**config.mk**
```make
export PLATFORM = sky130hd
export DESIGN_NAME = wcu_top
export DESIGN_NICKNAME = d
export VERILOG_FILES = /design/src/rtl/wcu_pkg.sv /design/src/rtl/wcu_top.sv
export SDC_FILE = /design/constraint.sdc
export NUM_CORES = 1
export LEC_CHECK = 0
export BUFFER_PORTS_ARGS = -buffer_cell sky130_fd_sc_hd__buf_2
export CAP_MARGIN = 25
export CELL_PAD_IN_SITES_DETAIL_PLACEMENT = 0
export CELL_PAD_IN_SITES_GLOBAL_PLACEMENT = 2
export CORE_MARGIN = 1
export CORE_UTILIZATION = 35
export DETAILED_ROUTE_END_ITERATION = 12
export GPL_TIMING_DRIVEN = 0
export PLACE_DENSITY = 0.72
export SLEW_MARGIN = 10
export SYNTH_ARGS = -nofsm -noshare
export SYNTH_HDL_FRONTEND = slang
export SYNTH_SLANG_ARGS = --single-unit
```
**constraint.sdc**
```tcl
create_clock -name clk_i -period 5.65 [get_ports clk_i]
set_input_delay 0.2825 -clock clk_i [delete_from_list [all_inputs] [get_ports clk_i]]
set_output_delay 0.2825 -clock clk_i [all_outputs]
set_load 0.02 [all_outputs]
```
**src/rtl/wcu_pkg.sv**
```systemverilog
// Package with constants and types for the watchpoint comparator unit.
package wcu_pkg;
  // Scan chain layout: data in bits 31..0, select in 36..32, direction in 37.
  localparam int CHAIN_W = 38;
  localparam int DATA_W = 32;
  localparam int SEL_W = 5;
  localparam int SEL_LSB = 32;
  localparam int RW_BIT = 37;
  localparam int NUM_UNITS = 2;
  // Select code: bits 4..3 pick the unit, bits 2..0 the register in it.
  localparam logic [1:0] SEL_UNIT0 = 2'h1;
  localparam logic [2:0] REG_ADDR_VALUE = 3'h0;
  localparam logic [2:0] REG_ADDR_MASK = 3'h1;
  localparam logic [2:0] REG_DATA_VALUE = 3'h2;
  localparam logic [2:0] REG_DATA_MASK = 3'h3;
  localparam logic [2:0] REG_CTRL_VALUE = 3'h4;
  localparam logic [2:0] REG_CTRL_MASK = 3'h5;
  // Control field positions.
  localparam int CTL_ENABLE = 8;
  localparam int CTL_RANGE = 7;
  localparam int CTL_CHAIN = 6;
  localparam int CTL_EXT = 5;
  localparam int CTL_PRIV = 4;
  localparam int CTL_ACC = 3;
  localparam int CTL_SIZE_LSB = 1;
  localparam int CTL_WRITE = 0;
  // Transfer size codes; code 2'h3 is reserved.
  localparam logic [1:0] SIZE_BYTE = 2'h0;
  localparam logic [1:0] SIZE_HALF = 2'h1;
  localparam logic [1:0] SIZE_WORD = 2'h2;
  // Lane masks for a 16-bit fetch, chosen by address bit 1.
  localparam logic [31:0] LANE_LOW = 32'h0000ffff;
  localparam logic [31:0] LANE_HIGH = 32'hffff0000;
  // Values after reset.
  localparam logic [31:0] RST_WORD = 32'h00000000;
  localparam logic [8:0] RST_CTRL_VALUE = 9'h000;
  localparam logic [7:0] RST_CTRL_MASK = 8'h00;
  localparam logic [37:0] RST_CHAIN = 38'h0;
  // Index of each pin in the synchroniser vector.
  localparam int SYN_TCK = 0;
  localparam int SYN_TDI = 1;
  localparam int SYN_SHIFT = 2;
  localparam int SYN_UPDATE = 3;
  localparam int SYN_TRST_N = 4;
  localparam int SYN_W = 5;
  localparam logic [4:0] RST_SYNC = 5'h10;

  // One bus cycle of the core as seen by the comparators.
  typedef struct packed {
    logic valid;
    logic [31:0] addr;
    logic [31:0] data;
    logic write;
    logic [1:0] size;
    logic priv;
    logic acc;
  } wcu_bus_s;
endpackage

```
**src/rtl/wcu_top.sv**
```systemverilog
// Two watchpoint comparator units with their serial register access chain.
//
// Contract
// - Two comparator units, each three value/mask pairs.
// - Access chain is 38 bits: data, select, direction.
// - Read uses direction 0; incoming data ignored.
// - Access happens only on update, not while shifting.
// - Set mask bit forces match; clear needs equality.
// - Control value bits 8..0; mask mirrors 7..0.
// - Enable bit unmaskable; gates the break signal.
// - Write field compared with core write indication.
// - Size field compared with transfer size code.
// - Access-type bit: 0 fetch, 1 data.
// - Privilege bit compared with not-translate signal.
// - Unit n compares external condition input n.
// - Unit 1 chain output feeds unit 0.
// - Chain register loads data match on address/control match.
// - Chain register cleared by control write, test reset.
// - Unit 1 range output drives unit 0 range.
// - 16-bit fetch compares only valid data half.
// - Disable bit suppresses match, break and range outputs, not the chain output.
`timescale 1ns/1ps
module wcu_top (
  input wire logic clk_i, // Core clock.
  input wire logic nrst_i, // Asynchronous reset, active low.
  input wire logic tck_i, // Test clock pin, sampled by clk_i.
  input wire logic tdi_i, // Serial data in.
  input wire logic shift_dr_i, // Test port is in its data shift state.
  input wire logic update_dr_i, // Test port is in its data update state.
  input wire logic debug_test_reset_n_i, // Debug test reset, active low.
  input wire wcu_pkg::wcu_bus_s bus_i, // Core bus cycle, same clock domain.
  input wire logic [1:0] external_condition_i, // One condition line per unit.
  input wire logic comparator_disable_i, // Debug control comparator-disable bit.
  output logic tdo_o, // Serial data out.
  output logic internal_break_signal_o, // Enabled match of any unit.
  output logic [1:0] unit_match_o, // Enabled match per unit.
  output logic range_output_o, // Unit 1 range output.
  output logic chain_output_o // Unit 1 chain output.
);

  // Pin synchroniser: first stage is read only by the second stage.
  logic [4:0] sync_a;
  logic [4:0] sync_b;
  logic tck_prev; // Delayed second stage, used to find the clock edges.
  logic upd_prev; // Delayed update level, used to find its rising edge.
  logic [4:0] pins;

  assign pins = {debug_test_reset_n_i, update_dr_i, shift_dr_i, tdi_i, tck_i};

  // Two flip-flops per pin; the test reset sits high at reset so it reads released.
  always_ff @(posedge clk_i or negedge nrst_i) begin
    if (!nrst_i) begin
      sync_a <= wcu_pkg::RST_SYNC;
      sync_b <= wcu_pkg::RST_SYNC;
      tck_prev <= 1'b0;
      upd_prev <= 1'b0;
    end else begin
      sync_a <= pins;
      sync_b <= sync_a;
      tck_prev <= sync_b[wcu_pkg::SYN_TCK];
      upd_prev <= sync_b[wcu_pkg::SYN_UPDATE];
    end
  end

  logic tck_rise; // One-cycle enable on a rising test clock edge.
  logic shift_en; // Shift one bit this cycle.
  logic upd_pulse; // Entry into the update state.
  logic trst_act; // Debug test reset asserted, synchronised.

  assign tck_rise = sync_b[wcu_pkg::SYN_TCK] & ~tck_prev;
  assign shift_en = tck_rise & sync_b[wcu_pkg::SYN_SHIFT];
  // The access happens once, on entry into update, never during shifting.
  assign upd_pulse = sync_b[wcu_pkg::SYN_UPDATE] & ~upd_prev;
  assign trst_act = ~sync_b[wcu_pkg::SYN_TRST_N];

  // The 38-bit access chain.
  logic [37:0] chain; // Shift register: direction, select, data.
  logic upd_write; // Update with direction set.
  logic [1:0] upd_unit; // Unit field of the select code.
  logic [2:0] upd_reg; // Register field of the select code.
  logic [31:0] rd_data; // Read data for the addressed register.

  assign upd_write = upd_pulse & chain[wcu_pkg::RW_BIT];
  assign upd_unit = chain[wcu_pkg::SEL_LSB + 3 +: 2];
  assign upd_reg = chain[wcu_pkg::SEL_LSB +: 3];

  // Comparator registers, one entry per unit.
  logic [31:0] addr_value [2];
  logic [31:0] addr_mask [2];
  logic [31:0] data_value [2];
  logic [31:0] data_mask [2];
  logic [8:0] ctrl_value [2];
  logic [7:0] ctrl_mask [2];
  logic [1:0] cv_write; // Control value write strobe per unit.
  logic [1:0] hit; // Full match per unit, before the enable bit.
  logic [1:0] ac_match; // Address and control match per unit.
  logic [1:0] d_match; // Data match per unit.
  logic [1:0] chain_q; // Chain register per unit.
  logic [1:0] range_in; // Range input per unit.
  logic [1:0] chain_in; // Chain input per unit.
  logic [7:0] ctl_in [2]; // Live control vector per unit.
  logic [31:0] rd_unit [2]; // Read data per unit.

  // Shift on test clock edges; on a read update the data field is replaced
  // by the register contents so the next scan carries them out.
  always_ff @(posedge clk_i or negedge nrst_i) begin
    if (!nrst_i) begin
      chain <= wcu_pkg::RST_CHAIN;
    end else if (trst_act) begin
      chain <= wcu_pkg::RST_CHAIN;
    end else if (shift_en) begin
      chain <= {sync_b[wcu_pkg::SYN_TDI], chain[37:1]};
    end else if (upd_pulse && !chain[wcu_pkg::RW_BIT]) begin
      chain[31:0] <= rd_data;
    end
  end

  // Serial output follows the chain end; a register keeps it glitch free.
  always_ff @(posedge clk_i or negedge nrst_i) begin
    if (!nrst_i) begin
      tdo_o <= 1'b0;
    end else begin
      tdo_o <= chain[0];
    end
  end

  // Read data picks the addressed unit; unmapped codes read as zero.
  always_comb begin
    rd_data = wcu_pkg::RST_WORD;
    if (upd_unit == wcu_pkg::SEL_UNIT0) begin
      rd_data = rd_unit[0];
    end else if (upd_unit == wcu_pkg::SEL_UNIT0 + 2'h1) begin
      rd_data = rd_unit[1];
    end
  end

  // Unit 1 has nothing to chain to; unit 0 takes unit 1 outputs.
  assign range_in[1] = 1'b0;
  assign chain_in[1] = 1'b0;
  assign range_in[0] = hit[1];
  assign chain_in[0] = chain_q[1];

  // One comparator unit per loop pass.
  for (genvar u = 0; u < wcu_pkg::NUM_UNITS; u++) begin : g_unit
    logic sel_me; // This unit is addressed by the select field.
    logic [31:0] lane; // Data bits that take part in the comparison.
    logic fetch16; // A 16-bit instruction fetch.
    logic a_ok;
    logic c_ok;

    assign sel_me = (upd_unit == 2'(u) + wcu_pkg::SEL_UNIT0);
    assign cv_write[u] = upd_write & sel_me & (upd_reg == wcu_pkg::REG_CTRL_VALUE);

    // Register writes; the incoming data field is ignored for reads.
    always_ff @(posedge clk_i or negedge nrst_i) begin
      if (!nrst_i) begin
        addr_value[u] <= wcu_pkg::RST_WORD;
        addr_mask[u] <= wcu_pkg::RST_WORD;
        data_value[u] <= wcu_pkg::RST_WORD;
        data_mask[u] <= wcu_pkg::RST_WORD;
        ctrl_value[u] <= wcu_pkg::RST_CTRL_VALUE;
        ctrl_mask[u] <= wcu_pkg::RST_CTRL_MASK;
      end else if (upd_write && sel_me) begin
        unique case (upd_reg)
          wcu_pkg::REG_ADDR_VALUE: addr_value[u] <= chain[31:0];
          wcu_pkg::REG_ADDR_MASK: addr_mask[u] <= chain[31:0];
          wcu_pkg::REG_DATA_VALUE: data_value[u] <= chain[31:0];
          wcu_pkg::REG_DATA_MASK: data_mask[u] <= chain[31:0];
          wcu_pkg::REG_CTRL_VALUE: ctrl_value[u] <= chain[8:0];
          wcu_pkg::REG_CTRL_MASK: ctrl_mask[u] <= chain[7:0];
          default: ;
        endcase
      end
    end

    // Read back; narrow registers sit in the low bits with zeros above.
    always_comb begin
      rd_unit[u] = wcu_pkg::RST_WORD;
      unique case (upd_reg)
        wcu_pkg::REG_ADDR_VALUE: rd_unit[u] = addr_value[u];
        wcu_pkg::REG_ADDR_MASK: rd_unit[u] = addr_mask[u];
        wcu_pkg::REG_DATA_VALUE: rd_unit[u] = data_value[u];
        wcu_pkg::REG_DATA_MASK: rd_unit[u] = data_mask[u];
        wcu_pkg::REG_CTRL_VALUE: rd_unit[u] = {23'h000000, ctrl_value[u]};
        wcu_pkg::REG_CTRL_MASK: rd_unit[u] = {24'h000000, ctrl_mask[u]};
        default: rd_unit[u] = wcu_pkg::RST_WORD;
      endcase
    end

    // Live control vector in the same layout as the control registers.
    assign ctl_in[u] = {range_in[u], chain_in[u], external_condition_i[u],
                        bus_i.priv,
                        bus_i.acc,
                        bus_i.size,
                        bus_i.write};

    // Only the valid half of the bus counts on a 16-bit fetch.
    assign fetch16 = ~bus_i.acc & (bus_i.size == wcu_pkg::SIZE_HALF);
    assign lane = !fetch16 ? 32'hffffffff :
                  (bus_i.addr[1] ? wcu_pkg::LANE_HIGH : wcu_pkg::LANE_LOW);

    // A set mask bit always matches, so the masks act as XNOR masks.
    assign a_ok = &(~(bus_i.addr ^ addr_value[u]) | addr_mask[u]);
    assign d_match[u] = &(~(bus_i.data ^ data_value[u]) | data_mask[u] | ~lane);
    assign c_ok = &(~(ctl_in[u] ^ ctrl_value[u][7:0]) | ctrl_mask[u]);
    assign ac_match[u] = bus_i.valid & a_ok & c_ok;
    // All three fields must agree in the same cycle.
    assign hit[u] = ac_match[u] & d_match[u];

    // Chain register: written when address and control agree; cleared by a
    // control value write or test reset, which take priority.
    always_ff @(posedge clk_i or negedge nrst_i) begin
      if (!nrst_i) begin
        chain_q[u] <= 1'b0;
      end else if (cv_write[u] || trst_act) begin
        chain_q[u] <= 1'b0;
      end else if (ac_match[u]) begin
        chain_q[u] <= d_match[u];
      end
    end
  end

  // Registered outputs; the disable bit silences the match, break and range outputs.
  always_ff @(posedge clk_i or negedge nrst_i) begin
    if (!nrst_i) begin
      unit_match_o <= 2'h0;
      internal_break_signal_o <= 1'b0;
      range_output_o <= 1'b0;
    end else begin
      unit_match_o <= comparator_disable_i ? 2'h0 :
                      (hit & {ctrl_value[1][wcu_pkg::CTL_ENABLE],
                              ctrl_value[0][wcu_pkg::CTL_ENABLE]});
      internal_break_signal_o <= ~comparator_disable_i &
                                 |(hit & {ctrl_value[1][wcu_pkg::CTL_ENABLE],
                                          ctrl_value[0][wcu_pkg::CTL_ENABLE]});
      range_output_o <= ~comparator_disable_i & hit[1];
    end
  end

  // The chain output is the chain register itself, already a flip-flop.
  assign chain_output_o = chain_q[1];

  // Registers move only on an update write.
  AST_UPDATE_ONLY: assert property (@(posedge clk_i) disable iff (!nrst_i)
    !upd_write |=> $stable(ctrl_value[0]) && $stable(addr_value[1]) && $stable(data_mask[0]))
    else $error("Comparator register changed without an update write.");
  // A read update never changes a register.
  AST_READ_NO_WRITE: assert property (@(posedge clk_i) disable iff (!nrst_i)
    (upd_pulse && !chain[wcu_pkg::RW_BIT]) |=> $stable(addr_value[0]) && $stable(ctrl_mask[1]))
    else $error("Read access altered a register.");
  // Break needs an enabled hit one cycle before.
  AST_BREAK_ENABLE: assert property (@(posedge clk_i) disable iff (!nrst_i)
    internal_break_signal_o |-> $past(hit[0] & ctrl_value[0][wcu_pkg::CTL_ENABLE]) ||
                                $past(hit[1] & ctrl_value[1][wcu_pkg::CTL_ENABLE]))
    else $error("Break raised without an enabled match.");
  // Disable bit suppresses outputs on the next cycle.
  AST_DISABLE: assert property (@(posedge clk_i) disable iff (!nrst_i)
    comparator_disable_i |=> !internal_break_signal_o && unit_match_o == 2'h0)
    else $error("Match output while comparators disabled.");
  // Control value write clears the chain register.
  AST_CHAIN_CLEAR: assert property (@(posedge clk_i) disable iff (!nrst_i)
    (cv_write[1] || trst_act) |=> chain_q[1] == 1'b0)
    else $error("Chain register not cleared.");
  // Chain register loads the data result under address/control match.
  AST_CHAIN_LOAD: assert property (@(posedge clk_i) disable iff (!nrst_i)
    (ac_match[1] && !cv_write[1] && !trst_act) |=> chain_q[1] == $past(d_match[1]))
    else $error("Chain register did not load the data result.");
  // All masks set gives a match on any valid cycle.
  AST_MASK_ALL: assert property (@(posedge clk_i) disable iff (!nrst_i)
    (bus_i.valid && &addr_mask[0] && &data_mask[0] && &ctrl_mask[0]) |-> hit[0])
    else $error("Fully masked unit failed to match.");
  // Unit 0 range field tracks unit 1 match.
  AST_RANGE_LINK: assert property (@(posedge clk_i) disable iff (!nrst_i)
    (hit[0] && !ctrl_mask[0][wcu_pkg::CTL_RANGE]) |-> ctrl_value[0][wcu_pkg::CTL_RANGE] == hit[1])
    else $error("Unit 0 matched against the wrong range input.");
  // Unit 0 chain field tracks unit 1 chain register.
  AST_CHAIN_LINK: assert property (@(posedge clk_i) disable iff (!nrst_i)
    (hit[0] && !ctrl_mask[0][wcu_pkg::CTL_CHAIN]) |->
      ctrl_value[0][wcu_pkg::CTL_CHAIN] == chain_q[1])
    else $error("Unit 0 matched against the wrong chain input.");
  // Unit 1 external field tracks its own condition line.
  AST_EXT_LINE: assert property (@(posedge clk_i) disable iff (!nrst_i)
    (hit[1] && !ctrl_mask[1][wcu_pkg::CTL_EXT]) |->
      ctrl_value[1][wcu_pkg::CTL_EXT] == external_condition_i[1])
    else $error("Unit 1 matched against the wrong condition line.");
  // On a low-half 16-bit fetch the upper data half must not spoil the compare.
  AST_LANE16: assert property (@(posedge clk_i) disable iff (!nrst_i)
    (bus_i.valid && !bus_i.acc && bus_i.size == wcu_pkg::SIZE_HALF && !bus_i.addr[1]) |->
      d_match[1] == &(~(bus_i.data[15:0] ^ data_value[1][15:0]) | data_mask[1][15:0]))
    else $error("Unused data half took part in a 16-bit fetch compare.");
  // The serial output shows the chain end one cycle later.
  AST_TDO: assert property (@(posedge clk_i) disable iff (!nrst_i)
    1'b1 |=> tdo_o == $past(chain[0]))
    else $error("Serial output lost the chain end.");

  COV_BREAK_U0: cover property (@(posedge clk_i) disable iff (!nrst_i) unit_match_o[0]);
  COV_CHAINED: cover property (@(posedge clk_i) disable iff (!nrst_i) chain_q[1] ##1 hit[0]);
  COV_WRITE: cover property (@(posedge clk_i) disable iff (!nrst_i) cv_write[0]);
  COV_READ: cover property (@(posedge clk_i) disable iff (!nrst_i)
    upd_pulse && !chain[wcu_pkg::RW_BIT]);
  COV_FETCH16: cover property (@(posedge clk_i) disable iff (!nrst_i)
    hit[1] && !bus_i.acc && bus_i.size == wcu_pkg::SIZE_HALF);
endmodule

```
Yosys cells after proc, flatten, opt, wreduce, memory -nomap -nowiden
Cells that the tools add are included.
- register bits: 346
- input bits: 80
- output and inout port bits: 6
- equality and inequality tests: 10
- mux-type cells: 13
- bitwise gates (word level): 42
- reductions and logical operators: 26
- operators by type and width (operator ; count):
    $pmux 32 s6 ; 2
    $mux 32 ; 6
    $or 32x32->32 ; 6
    $not 32->32 ; 5
    $reduce_and 32->1 ; 4
    $xor 32x32->32 ; 4
    $mux 38 ; 1
    $reduce_and 2->1 ; 12
    $not 8->8 ; 2
    $or 8x8->8 ; 2
    $reduce_and 8->1 ; 2
    $and 1x1->1 ; 15
    $xor 6x8->8 ; 1
    $xor 8x8->8 ; 1
    $eq 3x2->1 const B ; 2
    $eq 3x3->1 const B ; 2
    $mux 6 ; 1
    $not 1->1 ; 5
    $eq 2x1->1 const B ; 2
    $eq 3x1->1 const B ; 1
    $logic_and 1x1->1 ; 3
    $logic_not 3->1 ; 1
    $ne 3x1->1 const B ; 1
    $and 2x2->2 ; 1
    8 further kinds ; 9

Longest topological paths before layout
Gate-level depths: netlist (run 1).
- depth in word-level cells: 16
- depth in mapped cells: 11

Least setup slack after synthesis (run 1)
Ideal clock, no wire load.
- path type: flip-flop to flip-flop
- from: register ctrl_value[1] (netlist bit)
- to: register internal_break_signal_o
- setup time: 124 ps
- data arrival time: 2084 ps
- data required time: 5526 ps
- path slack: 3442 ps
- stages on the path, launching flop included: 8
- path buffers: 0
- cell sequence: dfrtp_1 -> xnor2_1 -> o2111ai_1 -> or4_4 -> a311o_1 -> xor2_1 -> o221a_1 -> or2_1
- word-level cells in the longest chain between the ends: 15
- RTL lines (item ; line ; text):
    start, declared ; wcu_top.sv:92 ; logic [8:0] ctrl_value [2];
    start signal, assigned by index ; wcu_top.sv:161 ; ctrl_value[u] <= wcu_pkg::RST_CTRL_VALUE;
    start signal, assigned by index ; wcu_top.sv:169 ; wcu_pkg::REG_CTRL_VALUE: ctrl_value[u] <= chain[8:0];
    $xor 6x8->8 * ; wcu_top.sv:205 ; assign c_ok = &(~(ctl_in[u] ^ ctrl_value[u][7:0]) | ctrl_mask[u]);
    $not 8->8 * ; wcu_top.sv:205 ;
    $or 8x8->8 * ; wcu_top.sv:205 ;
    $reduce_and 8->1 * ; wcu_top.sv:205 ;
    $and 1x1->1 * ; wcu_top.sv:206 ; assign ac_match[u] = bus_i.valid & a_ok & c_ok;
    $and 1x1->1 * ; wcu_top.sv:208 ; assign hit[u] = ac_match[u] & d_match[u];
    $xor 8x8->8 ; wcu_top.sv:205 ;
    $not 8->8 ; wcu_top.sv:205 ;
    $or 8x8->8 ; wcu_top.sv:205 ;
    $reduce_and 8->1 ; wcu_top.sv:205 ;
    $and 1x1->1 ; wcu_top.sv:206 ;
    $and 1x1->1 ; wcu_top.sv:208 ;
    $and 2x2->2 * ; wcu_top.sv:234 ; |(hit & {ctrl_value[1][wcu_pkg::CTL_ENABLE],
    $reduce_or 2->1 * ; wcu_top.sv:234 ;
    $and 1x1->1 * ; wcu_top.sv:233 ; internal_break_signal_o <= ~comparator_disable_i &
    end signal, assigned ; wcu_top.sv:233 ;
    end, declared ; wcu_top.sv:35 ; output logic internal_break_signal_o,
Mark *: on every way between the ends. The rest lies on a longest branch, timed or not.
A chain may end at the register's enable or synchronous reset.

Worst setup path in the final report (run 1)
- from: register chain[34]
- to: register chain[1]
- word-level cells in the longest chain between the ends: 7
- RTL lines (item ; line ; text):
    start, declared ; wcu_top.sv:77 ; logic [37:0] chain;
    start signal, assigned ; wcu_top.sv:108 ; chain <= wcu_pkg::RST_CHAIN;
    start signal, assigned ; wcu_top.sv:110 ; chain <= wcu_pkg::RST_CHAIN;
    start signal, assigned ; wcu_top.sv:112 ; chain <= {sync_b[wcu_pkg::SYN_TDI], chain[37:1]};
    $eq 3x3->1 (tied with other cells) ; wcu_top.sv:179 ; unique case (upd_reg)
    $pmux 32 s6 ; wcu_top.sv:179 ;
    $mux 32 ; wcu_top.sv:132 ; end else if (upd_unit == wcu_pkg::SEL_UNIT0 + 2'h1) begin
    $mux 32 * ; wcu_top.sv:130 ; if (upd_unit == wcu_pkg::SEL_UNIT0) begin
    $mux 32 * ; wcu_top.sv:113 ; end else if (upd_pulse && !chain[wcu_pkg::RW_BIT]) begin
    $mux 32 * ; wcu_top.sv:111 ; end else if (shift_en) begin
    $mux 38 * ; wcu_top.sv:109 ; end else if (trst_act) begin
Mark *: on every way between the ends. The rest lies on a longest branch, timed or not. The select of a mux whose other input is x is not followed.

==> summary.txt, run 1 <==
Synthesis
  – Post-synthesis mux area share: 0.198
  – Synth Area in Simple Gates: 0.0387
  – Flops & latches, synth: 346
  – Adder-cell share of the synthesized area: 0
  – Avg Cell Area, Syn: 12.3 sq um
  – Synth Cell Area: 16700 sq um
  – Largest family of logic cells by synthesized area: multiplexers
  – Share of the synthesized area in the top cell type: 0.517
  – Post-Synth XOR/XNOR Area: 0.0747
  – Sequential-to-total area share from yosys stat: 0.520
  – Ys Warns: 0
  – Synthesized Nets: 1430
  – Top post-synthesis cells by area: dfrtp_1 (52%), mux2_2 (19%), xnor2_1 (7.4%)
  – Yosys top cell by area: dfrtp_1
  – Synth Instances: 1350
  – Compound-cell area share of the yosys netlist: 0.141
  – Yosys cell types: 44

Global route
  – Initial antenna violation count: 0
  – First-pass GRT wire length: 94700 um
  – Largest net degree at the start of global routing: 107
  – Gr ovfl total: 0
  – Vias in the first global route: 12.8k
  – GRT Total Usage: 0.278

Power
  – PwrDens: 274 nW/um^2
  – Flop pwr share: 0.470
  – Worst ir drop on vdd: 0.173 mV
  – Final Power: 5.30 mW
  – Lkg Pwr: 8.45 nW
  – Switch share: 0.240
  – Combinational power share: 0.053
  – Internal power component: 4.03 mW
  – Sw power: 1.27 mW
  – Clock Power Share: 0.477

STA
  – Final Hold Vio Count: 0
  – Crit share post-route: 0.606
  – Least-Margin Pin Slew: 1090 ps
  – Final Max Tran Viols: 0
  – TNS Setup: 0 ps
  – Max transition margin: 0.271
  – Setup violators final: 0
  – Fin crit period: 3420 ps
  – RSZ-0062 raised after global routing: false
  – Fmax: 292 MHz
  – Hold WS: 275 ps
  – Clk_skew: 18.5 ps

Clock network
  – Setup Buffers After CTS: 0
  – CTS Sinks: 346
  – CTS clk-pin slew, worst paths: 60 ps
  – CTS resizes: 0
  – Num CTS Buffers: 40
  – Hold-fix buffers at CTS: 7
  – Worst-Skew Late Latency: 570 ps
  – TritonCTS clock tree: done
  – Worst-case clock buffer depth: 3
  – H-tree level count: 2
  – Root buffer cell: clkbuf_16

Critical path
  – CP required: 6120 ps
  – Setup CP Type: flop to flop
  – Max FO, Critical Path: 10
  – Worst r2r src: chain[34]
  – Crit path capture type: flop
  – Setup crit start kind: flop
  – CP startpoint: chain[34]
  – Worst EP arrival: 3890 ps

Drt
  – Post-route ant nets: 0
  – Vias/cell: 5.98
  – First-pass DRT Iterations: 10
  – # DRC: 12
  – Routed wire length: 66200 um
  – Vias: 12.8k
  – Iter 0 DRT Violations: 1254
  – WL per Instance: 31.0 um

Final layout
  – Fin area: 19300 sq um
  – Final Core Density: 0.414
  – Layout cells sized above 1: 0.301
  – Fillcell total: 4542
  – Area Growth Syn to Fin: 16.2%
  – Final nets: 1577

Placement
  – Final GP Congestion: 0.883
  – Dpl cell area: 18000 sq um
  – Number of buffers added on ports: 85
  – Post-DP HPWL: 46600 um

Floorplan
  – Die Area: 48500 sq um
  – Core area: 46800 sq um
  – Die X: 220 um
  – I/O Pins: 86
  – Die Ht: 220 um
  – Starting density of the core: 0.356
  – Floorplan row count: 79

Run status
  – Failing checks: DRC
  – Status: finished with violations

Hold path
  – Hold crit path type: primary input to asynchronous set/reset pin

Job
  – Number of max-cap violations: 0
==> placed cells by master (no fill, tap or decap), types with 3 or more instances in the layout <==
cell type and instances:
o22ai_1 69, clkbuf_1 108, nor4_1 12, nor3_1 4
dfrtp_1 344, clkbuf_16 41, dlygate4sd3_1 7, nor2_1 18
a22o_1 52, o21ai_0 67, nor3b_1 3, and3_1 4
buf_6 5, nand2b_1 4, buf_16 3, buf_8 4
nand4_1 5, mux2_2 286, buf_2 101, o221ai_1 32
clkbuf_8 9, mux2_1 4, a21oi_1 7, a221oi_1 63
xnor2_1 141, buf_1 9, nor2b_1 5, a221o_1 6
a22oi_1 21, nand2_1 63
==> worst paths after layout <==
path                            endpoint  slack (ps)  cells past startpoint
min in group clk_i             sync_b[1]         350                      0
max                             chain[1]        2230                     10
max in group asynchronous   data_mask[1]        4290                      3
min reg2reg                    sync_b[1]         350                      0
max reg2reg                     chain[1]        2230                     10
min                        data_mask[21]         270                      2
==> state kept, by name, summed over array words and instances (netlist names) <==
signal,cells
addr_mask,64
addr_value,64
data_mask,64
data_value,64
chain,38
ctrl_value,18
ctrl_mask,16
sync_a,5
sync_b,5
unit_match_o,2
chain_output_o,1
internal_break_signal_o,1
range_output_o,1
tck_prev,1
tdo_o,1
upd_prev,1
==> power by group through the flow <==
stage | combinational (mW) | sequential, mW | clock (mW)
global placement | 0.266 | 2.54 | 0
CTS | 0.280 | 2.49 | 2.55
floorplan | 0.0955 | 2.54 | 0
detailed placement | 0.274 | 2.54 | 0
global route | 0.298 | 2.49 | 2.65
finish | 0.279 | 2.49 | 2.53
==> routing by layer <==
layer | GRT usage | vias to the layer above | wire length (um)
met5 | 0 | - | 0
met4 | 0.119 | 0 | 2590
met3 | 0.0494 | 130 | 4590
met2 | 0.425 | 550 | 29800
met1 | 0.386 | 6717 | 29200
li1 | - | 5362 | -
==> cell families after synthesis <==
| family | count (synthesis) |
|---|---|
| AOI/OAI and AO/OA | 322 |
| xor gates and xnor gates | 142 |
| buffers and inverters | 116 |
| DFF | 346 |
| muxes | 292 |
| and+or+nand+nor | 132 |
==> synthesized netlist by cell type, drive strengths merged <==
| master | count |
|---|---|
| a211oi | 1 |
| a21oi | 7 |
| a221o | 6 |
| a221oi | 63 |
| a22o | 52 |
| a22oi | 21 |
| a311o | 1 |
| and2 | 2 |
| and3 | 4 |
| and3b | 1 |
| buf | 25 |
| clkbuf | 89 |
| dfrtp | 344 |
| dfstp | 2 |
| inv | 2 |
| mux2 | 290 |
| mux2i | 1 |
| mux4 | 1 |
| nand2 | 63 |
| nand2b | 4 |
| nand4 | 5 |
| nand4b | 1 |
| nor2 | 18 |
| nor2b | 5 |
| nor3 | 6 |
| nor3b | 4 |
| nor4 | 12 |
| o2111ai | 1 |
| o21ai | 68 |
| o221a | 1 |
| o221ai | 32 |
| o22ai | 69 |
| or2 | 2 |
| or2b | 2 |
| or3 | 1 |
| or4 | 2 |
| xnor2 | 141 |
| xor2 | 1 |
==> cell type report <==
type	count	area (sq um)	area share
repair buffers	105	702	0.0363
diodes	2	5.00	0.000259
multi-input cells	888	7540	0.390
plain buffers	114	448	0.0231
clock inverters	1	5.00	0.000259
flip-flops and latches	346	8660	0.448
clock buffers	69	1220	0.0631
inverters	2	7.51	0.000388
well taps	607	759	0.0392
==> stage by stage <==
step | setup WS, ps | instances
after global routing | 2100 | 2132
final | 2230 | 2134
after detailed placement | 2170 | 2050
after global placement | -2750 | 2042
after floorplan | 3440 | 1350
after CTS | 2170 | 2127
==> critical path, stage by stage, from the launching register on <==
cell      delay, ps
dfrtp_1         350
clkbuf_1        220
nand2b_1        260
nor2_1          780
clkbuf_1        800
a22oi_1         200
nand2_1         150
a221oi_1         60
o221ai_1        210
o21ai_0         100
o21ai_0         190
Note: power is estimated with default switching activity, not from simulation.
==> run 2: changes to the inputs <==
--- a/config.mk
+++ b/config.mk
@@ -5,6 +5,7 @@
 export SDC_FILE = /design/constraint.sdc
 export NUM_CORES = 1
 export LEC_CHECK = 0
+export ABC_AREA = 1
 export BUFFER_PORTS_ARGS = -buffer_cell sky130_fd_sc_hd__buf_2
 export CAP_MARGIN = 25
 export CELL_PAD_IN_SITES_DETAIL_PLACEMENT = 0
@@ -13,7 +14,7 @@
 export CORE_UTILIZATION = 35
 export DETAILED_ROUTE_END_ITERATION = 12
 export GPL_TIMING_DRIVEN = 0
-export PLACE_DENSITY = 0.72
+export PLACE_DENSITY = 0.82
 export SLEW_MARGIN = 10
 export SYNTH_ARGS = -nofsm -noshare
 export SYNTH_HDL_FRONTEND = slang
==> constraint.sdc (replaced) <==
create_clock -name clk_i -period 3.4 [get_ports clk_i]
set_input_delay 0.17 -clock clk_i [delete_from_list [all_inputs] [get_ports clk_i]]
set_output_delay 0.17 -clock clk_i [all_outputs]
set_load 0.02 [all_outputs]
==> run 2 against run 1 <==
The run now ends clean; die area grew 4.2%; clock power up 70%; global-route usage rose by 2.8 points; routed wire length is 16% higher; sequential share of layout area down 1.6 points; core utilization down 0.42 points; critical path type unchanged.
==> summary.txt, run 2 <==
Critical path
  – CP required: 3830 ps (was 6120 ps)
  – CP max stage cell: clkbuf_1 (unchanged)
  – Most used cell, CP: inv_2
  – R2R cell count: 8 (was 10)
  – Sum of buffers and inverters on the critical path: 4 (was 2)
  – Biggest cell delay along the critical path: 490 ps (was 800 ps)
  – Setup crit start kind: flop (unchanged)
  – Crit-path leading delay family: buffers and inverters (was simple AND/OR/NAND/NOR gates)
  – Worst path cell trace: inv_2 -> nand3_2 -> inv_2 -> buf_2 -> nand2_2 -> clkbuf_1 -> nand2_1 -> o21ai_0 (was clkbuf_1 -> nand2b_1 -> nor2_1 -> clkbuf_1 -> a22oi_1 -> nand2_1 -> a221oi_1 -> o221ai_1 -> o21ai_0 -> o21ai_0)
  – Setup CP Type: flop to flop (unchanged)
  – Max FO, Critical Path: 10 (unchanged)
  – Worst EP arrival: 3230 ps (was 3890 ps)
  – Crit path depth: 8 (was 10)
  – Crit path capture type: flop (unchanged)

STA
  – Fmax: 357 MHz (was 292 MHz)
  – Setup violators final: 0 (unchanged)
  – Least-Margin Pin Slew: 1160 ps (was 1090 ps)
  – Fin crit period: 2800 ps (was 3420 ps)
  – Final Max Tran Viols: 0 (unchanged)
  – Crit share post-route: 0.824 (was 0.606)
  – Max transition margin: 0.227 (was 0.271)
  – Clk_skew: 33.5 ps (was 18.5 ps)
  – RSZ-0062 raised after global routing: false (unchanged)
  – TNS Setup: 0 ps (unchanged)
  – Final Hold Vio Count: 0 (unchanged)

Synthesis
  – Synth Flop Type: dfrtp_1 (unchanged)
  – Synthesized Nets: 2351 (was 1430)
  – Share of the synthesized area in the top cell type: 0.496 (was 0.517)
  – Synth top cells by count: nand2_1 (665), o21ai_0 (430), dfrtp_1 (344) (was dfrtp_1 (344), mux2_2 (286), xnor2_1 (141))
  – Top post-synthesis cells by area: dfrtp_1 (50%), nand2_1 (14%), o21ai_0 (12%) (was dfrtp_1 (52%), mux2_2 (19%), xnor2_1 (7.4%))
  – Synth Cell Area: 17400 sq um (was 16700 sq um)
  – Sequential-to-total area share from yosys stat: 0.499 (was 0.520)
  – Yosys top cell by area: dfrtp_1 (unchanged)
  – Avg Cell Area, Syn: 7.64 sq um (was 12.3 sq um)
  – Post-synth ARST share: 1.00 (unchanged)
  – Ys Warns: 0 (unchanged)
  – Synth Instances: 2271 (was 1350)
  – Post-synth EDFFs: 0 (unchanged)
  – Flops & latches, synth: 346 (unchanged)
  – Yosys cell types: 36 (was 44)
  – Most common cell in the synthesized netlist: nand2_1 (was dfrtp_1)

Global route
  – Gr ovfl total: 0 (unchanged)
  – Initial antenna violation count: 2 (was 0)
  – Vias in the first global route: 15.8k (was 12.8k)
  – First-pass GRT wire length: 110000 um (was 94700 um)
  – Largest net degree at the start of global routing: 102 (was 107)
  – GRT Total Usage: 0.306 (was 0.278)

Final layout
  – Final Core Density: 0.410 (was 0.414)
  – Most frequent cells in the layout: nand2_1 (665), o21ai_0 (430), dfrtp_1 (344) (was dfrtp_1 (344), mux2_2 (286), xnor2_1 (141))
  – Area Growth Syn to Fin: 15.5% (was 16.2%)
  – Commonest non-fill, non-tap cell in the layout: nand2_1 (was dfrtp_1)
  – ANT cells: 0 (was 2)
  – Layout cells sized above 1: 0.0865 (was 0.301)
  – Reg area: 8660 sq um (unchanged)
  – Final nets: 2491 (was 1577)
  – Fillcell total: 5103 (was 4542)
  – Multi-input gate area in the final layout: 7320 sq um (was 7540 sq um)

Placement
  – Post-DP HPWL: 55300 um (was 46600 um)
  – Number of buffers added on ports: 85 (unchanged)
  – Final GP Congestion: 0.937 (was 0.883)

Power
  – Worst ir drop on vdd: 0.381 mV (was 0.173 mV)
  – PwrDens: 447 nW/um^2 (was 274 nW/um^2)
  – Lkg Pwr: 8.83 nW (was 8.45 nW)
  – Final Power: 8.96 mW (was 5.30 mW)

Drt
  – Vias/cell: 5.47 (was 5.98)
  – # DRC: 0 (was 12)
  – WL per Instance: 24.7 um (was 31.0 um)
  – Vias: 17.0k (was 12.8k)
  – First-pass DRT Iterations: 7 (was 10)
  – Routed wire length: 76700 um (was 66200 um)
  – Iter 0 DRT Violations: 2098 (was 1254)
  – Post-route ant nets: 0 (unchanged)

Floorplan
  – Core area: 49000 sq um (was 46800 sq um)
  – Floorplan row count: 81 (was 79)
  – Die Area: 50500 sq um (was 48500 sq um)
  – I/O Pins: 86 (unchanged)
  – Die Ht: 225 um (was 220 um)
  – Starting density of the core: 0.355 (was 0.356)
  – Die X: 225 um (was 220 um)

Clock network
  – Root buffer cell: clkbuf_16 (unchanged)
  – CTS clk-pin slew, worst paths: 60 ps (about the same)
  – Worst-Skew Late Latency: 580 ps (was 570 ps)
  – Setup Buffers After CTS: 0 (unchanged)
  – TritonCTS clock tree: done (unchanged)
  – CTS resizes: 0 (unchanged)
  – CTS Sinks: 346 (unchanged)
  – H-tree level count: 2 (unchanged)
  – Worst-case clock buffer depth: 3 (unchanged)
  – Num CTS Buffers: 42 (was 40)

Job
  – Number of max-cap violations: 0 (unchanged)

Run status
  – Status: finished clean (was finished with violations)

Hold path
  – Hold crit path type: primary input to asynchronous set/reset pin (unchanged)
run 2: cell types whose count changed after synthesis, sizes merged, moves of 38 or more:
cell    delta
xnor2    -128
o211ai    +38
a21oi     +51
nor2     +115
a22o      -50
nand2    +611
inv      +242
nand3     +84
mux2     -290
o21ai    +388
a221oi    -62
run 2: final timing paths:
path	start	to	slack, ps
min in group clk_i	shift_dr_i	sync_a[2]	260
hold reg to reg	sync_a[1]	sync_b[1]	350
setup reg to reg	chain[34]	data_mask[18]	600
setup / recovery	chain[34]	data_mask[18]	600
hold / removal	nrst_i	data_value[5]	180
max in group asynchronous	nrst_i	data_mask[29]	1800
run 2: routing by layer:
metal  global-route usage  share of wire  up-vias
li1                     -              -     7735
met1                0.439           0.44     8355
met2                0.463           0.44      737
met3               0.0474          0.083      141
met4                0.113          0.037        0
met5                    0              0        -
run 2: where the power goes:
group	internal, mW	switching [mW]	total [mW]
clock	2.47	1.83	4.30
combinational	0.128	0.385	0.513
sequential	4.14	0.0122	4.15
total	6.74	2.22	8.96
run 2: logic make-up after synthesis:
logic type,count (synthesis),share of synthesized area
AO/OA/AOI/OAI,634,0.199
XOR/XNOR,13,0.00656
buffers and inverters,351,0.0793
flip-flops,346,0.499
AND/OR/NAND/NOR,927,0.216
run 2: timing repair:
item                       in CTS  in global routing
hold buffers                    7                  0
setup endpoints to repair       0                  0
hold endpoints to repair       81                  0
run 2: layout make-up:
cell class | instances | share of cell area
plain buffers | 107 | 0.0230
clock buffers | 65 | 0.0613
clock inverters | 7 | 0.00193
inverters | 244 | 0.0457
multi-input cells | 1574 | 0.365
flip-flops and latches | 346 | 0.432
well taps | 664 | 0.0414
repair buffers | 96 | 0.0299
run 2: stage by stage:
step	setup WS, ps	instances	area, sq um	hold WS, ps
after floorplan	1770	2271	17400	-126
after global placement	-5010	3020	18600	278
after detailed placement	644	3023	18700	205
after CTS	648	3102	20000	190
after global routing	539	3103	20100	241
final	599	3103	20100	185
